[src/rtl/sdb_pkg.sv]
// Package for the serial debug status and breakpoint register block
package sdb_pkg;
    // Status/control bit positions
    localparam int BIT_HALT_PERMIT   = 7;
    localparam int BIT_HALT_ACTIVE   = 6;
    localparam int BIT_HW_BP_ENABLE  = 5;
    localparam int BIT_FORCE_TAG     = 4;
    localparam int BIT_LINK_CLK_SEL  = 3;
    localparam int BIT_WAIT_STOP     = 2;
    localparam int BIT_WS_FAIL       = 1;
    localparam int BIT_SLOW_FAIL     = 0;
    localparam int BIT_FORCE_RESET   = 0;

    localparam logic [7:0]  FORCE_RESET_READ = 8'h00;
    localparam logic [15:0] BP_ADDR_RESET    = 16'h0000;

    // Serial command strobes as delivered by the link decoder
    typedef struct packed {
        logic        status_rd;
        logic        control_wr;
        logic        bp_rd;
        logic        bp_wr;
        logic        force_reset_wr;
        logic [15:0] wdata;
    } sdb_cmd_t;

    // CPU core status and address bus
    typedef struct packed {
        logic        halted;
        logic        in_wait_stop;
        logic        addr_valid;
        logic        opcode_fetch;
        logic [15:0] addr;
        logic        mem_cmd_fail;
        logic        user_force_reset_wr;
        logic [7:0]  user_wdata;
    } sdb_cpu_t;

    typedef enum logic [0:0] {
        SDB_RUN    = 1'b0,
        SDB_HALTED = 1'b1
    } sdb_mode_t;
endpackage : sdb_pkg

[src/rtl/sdb_regs.sv]
// Serial debug controller status, control and breakpoint registers
// Operation
// - Halt entry refused while halt_permit is 0; other serial commands still run.
// - halt_permit stays 1 once set until a normal reset.
// - halt_active_flag is read-only, 1 while CPU halted.
// - hw_bp_enable 0 disables breakpoint, ignoring select and address.
// - Force select: address match forces halt at next instruction boundary.
// - Tag select: match tags opcode; halt only if it reaches queue end.
// - link_clock_select resets to 0 (alternate clock); 1 selects bus clock.
// - wait_stop_flag 1 in wait/stop or after halt from wait/stop.
// - wait_stop_fail_flag sets when memory command fails from wait/stop.
// - slow_access_fail_flag exists but always reads 0.
// - Halt command pulls CPU out of wait/stop into halt mode.
// - Status/control register reached only by serial status/control commands.
// - 16-bit breakpoint address, serial access only, invisible to programs.
// - Force-reset register ignores user writes, reads always 0x00.
// - Serial write of 1 to bit 0 forces full device reset.
// - halt_permit writes blocked while CPU already halted.
// - The four status bits are never changed by control writes.
`timescale 1ns/100ps
`default_nettype none
module sdb_regs (
    input  wire logic              sys_clk_in,
    input  wire logic              srst_in,
    input  wire sdb_pkg::sdb_cmd_t cmd_in,
    input  wire logic              halt_cmd_in,
    input  wire sdb_pkg::sdb_cpu_t cpu_in,
    input  wire logic              tagged_at_queue_end_in,
    output logic [7:0]             status_rdata_out,
    output logic [15:0]            bp_rdata_out,
    output logic [7:0]             force_reset_rdata_out,
    output logic                   halt_request_out,
    output logic                   tag_opcode_out,
    output logic                   force_halt_out,
    output logic                   swi_request_out,
    output logic                   link_clock_select_out,
    output logic                   device_reset_out
);
    // Control bits written by the serial control command
    logic               halt_permit_r;
    logic               halt_permit_nxt;
    logic               hw_bp_enable_r;
    logic               hw_bp_enable_nxt;
    logic               force_or_tag_select_r;
    logic               force_or_tag_select_nxt;
    logic               link_clock_select_r;
    logic               link_clock_select_nxt;

    // Breakpoint address and its readback copy
    logic [15:0]        bp_addr_r;
    logic [15:0]        bp_addr_nxt;
    logic [15:0]        bp_rdata_r;
    logic [15:0]        bp_rdata_nxt;

    // Core status flags
    logic               wait_stop_flag_r;
    logic               wait_stop_flag_nxt;
    logic               wait_stop_fail_flag_r;
    logic               wait_stop_fail_flag_nxt;

    // Pending breakpoint and reset requests
    logic               force_halt_r;
    logic               force_halt_nxt;
    logic               device_reset_r;
    logic               device_reset_nxt;

    // Status snapshot
    logic [7:0]         status_live;
    logic [7:0]         status_rdata_r;
    logic [7:0]         status_rdata_nxt;

    // Core mode as seen one cycle late
    sdb_pkg::sdb_mode_t mode_r;
    sdb_pkg::sdb_mode_t mode_nxt;

    logic               bp_match;
    logic               stop_request;

    // Breakpoint compare is gated by enable so select and address are moot
    assign bp_match = hw_bp_enable_r
                      & cpu_in.addr_valid
                      & (cpu_in.addr == bp_addr_r);

    always_comb begin
        halt_permit_nxt         = halt_permit_r;
        hw_bp_enable_nxt        = hw_bp_enable_r;
        force_or_tag_select_nxt = force_or_tag_select_r;
        link_clock_select_nxt   = link_clock_select_r;
        if (cmd_in.control_wr) begin
            // Permit bit frozen while halted to avoid forbidding the current mode
            if (!cpu_in.halted) begin
                // Only a normal reset can drop it once set
                halt_permit_nxt = halt_permit_r
                                  | cmd_in.wdata[sdb_pkg::BIT_HALT_PERMIT];
            end
            hw_bp_enable_nxt        = cmd_in.wdata[sdb_pkg::BIT_HW_BP_ENABLE];
            force_or_tag_select_nxt = cmd_in.wdata[sdb_pkg::BIT_FORCE_TAG];
            link_clock_select_nxt   = cmd_in.wdata[sdb_pkg::BIT_LINK_CLK_SEL];
            // Status bits take no part in a control write
        end
    end

    always_ff @(posedge sys_clk_in) begin
        if (srst_in) begin
            halt_permit_r         <= 1'b0;
            hw_bp_enable_r        <= 1'b0;
            force_or_tag_select_r <= 1'b0;
            link_clock_select_r   <= 1'b0;
        end else begin
            halt_permit_r         <= halt_permit_nxt;
            hw_bp_enable_r        <= hw_bp_enable_nxt;
            force_or_tag_select_r <= force_or_tag_select_nxt;
            link_clock_select_r   <= link_clock_select_nxt;
        end
    end

    // Breakpoint address: one 16-bit strobe, no CPU path at all
    always_comb begin
        bp_addr_nxt  = bp_addr_r;
        bp_rdata_nxt = bp_rdata_r;
        if (cmd_in.bp_wr) begin
            bp_addr_nxt = cmd_in.wdata;
        end
        if (cmd_in.bp_rd) begin
            bp_rdata_nxt = bp_addr_r;
        end
    end

    always_ff @(posedge sys_clk_in) begin
        if (srst_in) begin
            bp_addr_r  <= sdb_pkg::BP_ADDR_RESET;
            bp_rdata_r <= sdb_pkg::BP_ADDR_RESET;
        end else begin
            bp_addr_r  <= bp_addr_nxt;
            bp_rdata_r <= bp_rdata_nxt;
        end
    end

    always_comb begin
        wait_stop_fail_flag_nxt = wait_stop_fail_flag_r;
        wait_stop_flag_nxt      = wait_stop_flag_r;
        // Failure flag: set wins; cleared by a status read while halted so the retry starts clean
        if (cpu_in.mem_cmd_fail) begin
            wait_stop_fail_flag_nxt = 1'b1;
        end else if (cmd_in.status_rd && cpu_in.halted) begin
            wait_stop_fail_flag_nxt = 1'b0;
        end
        // Wait/stop flag sticks through a halt that left wait/stop
        if (cpu_in.in_wait_stop) begin
            wait_stop_flag_nxt = 1'b1;
        end else if (cpu_in.halted) begin
            wait_stop_flag_nxt = wait_stop_flag_r;
        end else begin
            wait_stop_flag_nxt = 1'b0;
        end
    end

    always_ff @(posedge sys_clk_in) begin
        if (srst_in) begin
            wait_stop_flag_r      <= 1'b0;
            wait_stop_fail_flag_r <= 1'b0;
        end else begin
            wait_stop_flag_r      <= wait_stop_flag_nxt;
            wait_stop_fail_flag_r <= wait_stop_fail_flag_nxt;
        end
    end

    always_comb begin
        force_halt_nxt = force_halt_r;
        // Force-type match held until the core reaches its boundary and halts, or until hw_bp_enable is 0
        if (bp_match && force_or_tag_select_r) begin
            force_halt_nxt = 1'b1;
        end else if (cpu_in.halted || !hw_bp_enable_r) begin
            force_halt_nxt = 1'b0;
        end
        // Nothing kept between writes; a zero bit simply yields no pulse
        device_reset_nxt = cmd_in.force_reset_wr
                           & cmd_in.wdata[sdb_pkg::BIT_FORCE_RESET];
    end

    always_ff @(posedge sys_clk_in) begin
        if (srst_in) begin
            force_halt_r   <= 1'b0;
            device_reset_r <= 1'b0;
        end else begin
            force_halt_r   <= force_halt_nxt;
            device_reset_r <= device_reset_nxt;
        end
    end

    // Live status; halted state comes straight from the core
    assign status_live = {halt_permit_r,
                          cpu_in.halted,
                          hw_bp_enable_r,
                          force_or_tag_select_r,
                          link_clock_select_r,
                          wait_stop_flag_r,
                          wait_stop_fail_flag_r,
                          1'b0};

    // One capture per status bit, loaded only by a status read
    for (genvar i = 0; i < $bits(status_live); i++) begin : g_status_bit
        assign status_rdata_nxt[i] = cmd_in.status_rd ? status_live[i]
                                                      : status_rdata_r[i];
    end

    always_ff @(posedge sys_clk_in) begin
        if (srst_in) begin
            status_rdata_r <= '0;
        end else begin
            status_rdata_r <= status_rdata_nxt;
        end
    end

    // Mode lags the core by a cycle, so a request drops once halt is seen
    always_comb begin
        if (cpu_in.halted) begin
            mode_nxt = sdb_pkg::SDB_HALTED;
        end else begin
            mode_nxt = sdb_pkg::SDB_RUN;
        end
        case (mode_r)
            sdb_pkg::SDB_RUN: begin
                stop_request = 1'b1;
            end
            sdb_pkg::SDB_HALTED: begin
                stop_request = 1'b0;
            end
            default: begin
                stop_request = 1'b0;
            end
        endcase
    end

    always_ff @(posedge sys_clk_in) begin
        if (srst_in) begin
            mode_r <= sdb_pkg::SDB_RUN;
        end else begin
            mode_r <= mode_nxt;
        end
    end

    // Tag on a match during an opcode fetch; halt only when the tag retires
    assign tag_opcode_out = bp_match
                            & ~force_or_tag_select_r
                            & cpu_in.opcode_fetch;

    // Halt sources, all refused when not permitted; halt command also exits wait/stop
    assign halt_request_out = halt_permit_r
                              & stop_request
                              & (halt_cmd_in
                                 | force_halt_r
                                 | tagged_at_queue_end_in);

    // Without permission a breakpoint falls back to a software interrupt
    assign swi_request_out = ~halt_permit_r
                             & stop_request
                             & (force_halt_r
                                | tagged_at_queue_end_in);

    assign force_halt_out        = force_halt_r;
    assign link_clock_select_out = link_clock_select_r;
    assign device_reset_out      = device_reset_r;
    assign status_rdata_out      = status_rdata_r;
    assign bp_rdata_out          = bp_rdata_r;

    // User writes never reach here; reads are fixed
    assign force_reset_rdata_out = sdb_pkg::FORCE_RESET_READ;
endmodule : sdb_regs
`default_nettype wire

[config.mk]
export PLATFORM = sky130hd
export DESIGN_NAME = sdb_regs
export DESIGN_NICKNAME = d
export VERILOG_FILES = /design/src/rtl/sdb_pkg.sv /design/src/rtl/sdb_regs.sv
export SDC_FILE = /design/constraint.sdc
export NUM_CORES = 1
export LEC_CHECK = 0
export ABC_AREA = 1
export ABC_CLOCK_PERIOD_IN_PS = 2400
export BUFFER_PORTS_ARGS = -buffer_cell sky130_fd_sc_hd__buf_2
export CELL_PAD_IN_SITES_DETAIL_PLACEMENT = 0
export CELL_PAD_IN_SITES_GLOBAL_PLACEMENT = 2
export CORE_MARGIN = 3
export CORE_UTILIZATION = 26
export DETAILED_ROUTE_END_ITERATION = 16
export MAX_ROUTING_LAYER = met4
export PLACE_DENSITY_LB_ADDON = 0.1
export REMOVE_ABC_BUFFERS = 1
export SETUP_SLACK_MARGIN = 0.3
export SYNTH_ARGS = -nofsm -noshare
export SYNTH_HDL_FRONTEND = slang
export SYNTH_SLANG_ARGS = --single-unit
[constraint.sdc]
create_clock -name sys_clk_in -period 2.4 [get_ports sys_clk_in]
set_clock_uncertainty 0.1 [all_clocks]
set_input_delay 0.48 -clock sys_clk_in [delete_from_list [all_inputs] [get_ports sys_clk_in]]
set_output_delay 0.48 -clock sys_clk_in [all_outputs]
set_load 0.03 [all_outputs]
Word-level counts from Yosys, hierarchy flattened

Cells that the tools add are included.
W data, S select, Z words.

Bits in registers: 48
Bits in latches: 0
Bits in writable memories: 0
Memory bits (read-only): 0
Input bits: 55
Output and inout port bits: 38
Word-level logic and storage cells: 46
Memories kept: 0

Add/sub/neg operators: 0
$mul: 0
Divide/modulo/power cells: 0
$lt $le $gt $ge: 0
Eq/ne operators: 2
Shift-type cells: 0
Muxes and demuxes: 8
Bitwise gates (word level): 17
Reduce and logical (&&, ||, !) cells: 7

Operators by type and width:

| cell                 | count |
|---|---|
| $eq A16 B16 Y1       | 1 |
| $and A1 B1 Y1        | 9 |
| $mux W1              | 7 |
| $not A1 Y1           | 4 |
| $or A1 B1 Y1         | 4 |
| $reduce_bool A2 Y1   | 2 |
| $logic_and A1 B1 Y1  | 2 |
| $ne A2 B2 Y1 const B | 1 |
| $pmux W1 S2          | 1 |
| $reduce_and A2 Y1    | 1 |
| $logic_not A1 Y1     | 1 |
| $logic_or A1 B1 Y1   | 1 |

Longest topological paths before layout

Depth in word-level cells: 4
Depth in mapped cells: 8
Mapped depth without buffers: 8

Worst setup path before layout

No wires, ideal clock.

Kind: input to output
Start: input cpu_in[18] (netlist name)
End: output tag_opcode_out
Arrival: 1.350 ns
Required time: 1.820 ns
Setup slack: 0.470 ns
Cell stages on the path: 6
Buffers on the path: 0
Cell sequence: inv_1 -> nand2_1 -> o21ai_1 -> nor4_2 -> nand3_1 -> nor2_1

Word-level cells in the longest chain between the ends: 4

Ends and longest elaborated chain:

| item               | RTL line        | source |
|---|---|---|
| start: declaration | sdb_regs.sv:27  | `input wire sdb_pkg::sdb_cpu_t cpu_in,` |
| $eq A16 B16 Y1     | sdb_regs.sv:82  | `& (cpu_in.addr == bp_addr_r);` |
| $and A1 B1 Y1      | sdb_regs.sv:82  |  |
| $and A1 B1 Y1      | sdb_regs.sv:245 | `& ~force_or_tag_select_r` |
| $and A1 B1 Y1      | sdb_regs.sv:246 | `& cpu_in.opcode_fetch;` |
| end: declaration   | sdb_regs.sv:33  | `output logic tag_opcode_out,` |

Every way passes these cells.

Worst setup path after layout

Start: register bp_addr_r[0]
End: output tag_opcode_out

Word-level cells in the longest chain between the ends: 4

Ends and longest elaborated chain:

| item                     | RTL line        | source |
|---|---|---|
| start: declaration       | sdb_regs.sv:50  | `logic [15:0] bp_addr_r;` |
| start signal: assignment | sdb_regs.sv:131 | `bp_addr_r <= sdb_pkg::BP_ADDR_RESET;` |
| start signal: assignment | sdb_regs.sv:134 | `bp_addr_r <= bp_addr_nxt;` |
| $eq A16 B16 Y1           | sdb_regs.sv:82  |  |
| $and A1 B1 Y1            | sdb_regs.sv:82  |  |
| $and A1 B1 Y1            | sdb_regs.sv:245 |  |
| $and A1 B1 Y1            | sdb_regs.sv:246 |  |

Every way passes these cells.

==> results.py <==
metrics = {
    "yosys": {
        "yosys.area.top_type": "dfxtp_1",
        "async_reset_ff_share_pct": 0,
        "synth.distinct_cells": 22,
        "synth_cells": 291,
        "synth.area.mux_share_pct": 0,
        "ys_warn_count": 0,
        "synthSimpleGateAreaFrac_pct": 21.08,
        "ys_top_cells_by_count": "dfxtp_1, o21ai_0, nand2_1",
        "synth.most_common_cell": "dfxtp_1",
        "ys_ff_latch": 48,
        "synth-edff-count": 0,
        "synthesis.area_mm2": 0.002083,
        "synthXorXnorAreaFrac_pct": 0.8408,
        "synth_top_cell_area_share_pct": 46.13,
        "synthTopCellsByArea": "dfxtp_1, o21ai_0, a21oi_1",
        "synth_top_flop_cell": "dfxtp_1",
        "synth_compound_area_share_pct": 19.70,
        "synth_top_family_by_area": "simple AND/OR/NAND/NOR gates",
        "synthAdderAreaFrac_pct": 0,
        "yosysSeqAreaShare_pct": 46.13,
        "syn_area_per_cell_um2": 7.159,
    },
    "timing": {
        "hold_viol": 0,
        "period_minus_slack_ns": 2.146,
        "period_share_pct": 89.42,
        "final.setup.tns_ns": 0,
        "rsz0062_at_grt": "true",
        "maxSlewViolCount": 0,
        "final-setup-viol-count": 0,
        "timing.fmax_mhz": 466.0,
    },
    "cts": {
        "cts_tree": "yes",
        "clkSlewWorstSetupHoldPaths_ns": 0.09,
        "hold_buffers": 0,
        "cts_buffer_depth": 2,
        "cts_sinks": 48,
        "cts_root_buf": "clkbuf_8",
        "htreeDepth": 2,
        "clk-insertion-delay-late_ns": 0.30,
        "cts-buffers-inserted": 5,
    },
    "global_routing": {
        "grt_max_degree": 42,
        "grt_pass1_wl_um": 8894,
        "overflow": 0,
        "grt.total_usage_pct": 13.15,
        "grt_pass1_vias": 1842,
        "antenna_found_initial": 0,
    },
    "routing": {
        "vias_per_cell": 4.259,
        "drtIter0Drc": 41,
        "wire_per_inst_um": 12.17,
        "vias": 1993,
        "ant_nets": 0,
        "postRouteWirelength_um": 5695,
        "drc": 0,
        "drtPass1Iterations": 4,
    },
    "die": {
        "num_io_pins": 93,
        "die-area_mm2": 0.009122,
        "core-area_mm2": 0.007767,
        "fp.dieH_um": 95.51,
        "initial_utilization_pct": 26.82,
        "num_rows": 32,
        "die_w_um": 95.51,
    },
    "power": {
        "switching_share_pct": 30.12,
        "p_sw_uw": 515.5,
        "ir_drop_v": 0.0002173,
        "p_comb_share_pct": 19.3,
        "pwr-share-seq_pct": 51.3,
        "pwr_density_cell_mw_per_mm2": 642.6,
        "leakage_nw": 1.303,
        "p_int_mw": 1.196,
        "clkPwrFrac_pct": 29.4,
    },
    "placed_design": {
        "hpwl_um": 4288,
        "port_buffers": 74,
        "gp_congestion": 0.7441,
        "dp.cells": 456,
    },
    "critical_path": {
        "crit_type": "reg2out",
        "crit_required_ns": 1.82,
        "crit_start": "bp_addr_r[0]$_SDFFE_PP0P_",
        "cp-start-kind": "flip-flop",
        "reg2reg_from": "bp_addr_r[0]$_SDFFE_PP0P_",
        "critPathMaxFanout": 4,
        "arrival_ns": 1.57,
        "endpoint_kind": "output pin",
    },
    "job": {
        "maxCapViolCount": 0,
    },
    "cells_and_area": {
        "drive_above_1_share_pct": 32.24,
        "final_nets": 420,
        "area_growth_syn_to_layout_pct": 27.87,
        "diodes": 0,
        "fin_cells": 468,
    },
    "hold_path": {
        "min_from": "cmd_in[16]",
        "hold_class": "in2reg",
    },
    "status": {
        "status": "finished clean",
    },
}
## final timing paths
check / cells after the start / end / slack, ns
min reg2reg: 2 / status_rdata_out[6]$_SDFFE_PP0P_ / 0.37
min: 3 / device_reset_out$_SDFF_PP0_ / 0.30
max: 7 / tag_opcode_out / 0.25
max reg2reg: 9 / force_halt_out$_SDFFE_PP0P_ / 1.15
## power groups by stage
stage          Combinational (mW)  Sequential (mW)  Clock, mW
4_1_cts                     0.335            0.877      0.534
5_1_grt                     0.374            0.885      0.559
6_report                    0.331            0.878      0.503
3_3_place_gp                0.323            0.893          0
2_1_floorplan               0.147            0.945          0
3_5_place_dp                0.324            0.894          0
## registers in the layout, indices dropped and copies added (netlist names)
signal,cells
mode_r,1
device_reset_out,1
status_rdata_out,7
bp_addr_r,16
force_or_tag_select_r,1
wait_stop_flag_r,1
bp_rdata_out,16
wait_stop_fail_flag_r,1
hw_bp_enable_r,1
halt_permit_r,1
link_clock_select_out,1
force_halt_out,1
## repair_timing
action	CTS	global route
resized for setup	12	3
pin swaps	6	2
setup endpoints to repair	1	1
setup buffers	4	0
## cell usage in the layout (no fill, tap or decap)
| cell | count |
|---|---|
| nand3_1 | 4 |
| inv_1 | 22 |
| nand3b_1 | 1 |
| buf_2 | 73 |
| xnor2_2 | 1 |
| o21ai_0 | 42 |
| inv_4 | 1 |
| buf_4 | 7 |
| a21oi_1 | 38 |
| inv_2 | 11 |
| nor3_1 | 3 |
| nor3b_1 | 1 |
| clkinvlp_4 | 1 |
| clkbuf_1 | 1 |
| dfxtp_2 | 7 |
| nand3_2 | 1 |
| or2_2 | 1 |
| o21ai_1 | 2 |
| nand2_2 | 8 |
| dfxtp_1 | 41 |
| nand2_1 | 37 |
| clkinv_1 | 1 |
| nor4_2 | 1 |
| nor2_1 | 39 |
| xnor2_1 | 1 |
| nand4_1 | 6 |
| conb_1 | 9 |
| clkbuf_8 | 6 |
## kinds of logic (layout without fill, tap and decap cells)
| logic type | count (synthesis) | in the layout |
|---|---|---|
| flip-flops | 48 | 48 |
| other | 1 | 9 |
| XOR/XNOR | 2 | 2 |
| AND/OR/NAND/NOR | 102 | 102 |
| AO/OA/AOI/OAI | 82 | 82 |
| buffers and inverters | 56 | 123 |
## critical path, cell delays in order (launching register included)
cell	delay [ns]
dfxtp_2	0.35
inv_4	0.04
nand2_2	0.07
nand3_2	0.07
nor4_2	0.29
nand3_1	0.13
nor2_1	0.14
buf_4	0.18
## routing by layer
metal / global-route usage, % / routed length, um
met5: - / 0
met4: 3.910 / 70
met3: 2.762 / 286
met2: 20.35 / 2540
met1: 17.30 / 2797
## final cells by class
type | instances | area (um2)
fillers | 902 | 5104
flip-flops and latches | 48 | 969.7
multi-input cells | 195 | 920.9
repair buffers | 80 | 417.9
inverters | 35 | 133.9
well taps | 102 | 127.6
clock buffers | 7 | 86.33
clock inverters | 1 | 7.507
## through the flow
stage	hold slack [ns]	power [mW]	worst slack, ns	area [um2]	utilization (%)
detailed placement	0.3570	1.218	0.2969	2506	32.26
global route	0.2974	1.818	0.1190	2664	34.29
CTS	0.2818	1.747	0.2198	2654	34.17
global placement	0.3493	1.217	0.2777	2506	32.26
floorplan	0.3493	1.093	0.4698	1993	-
finish	0.2954	1.712	0.2539	2664	34.29
Note: power is estimated with default switching activity, not from simulation.
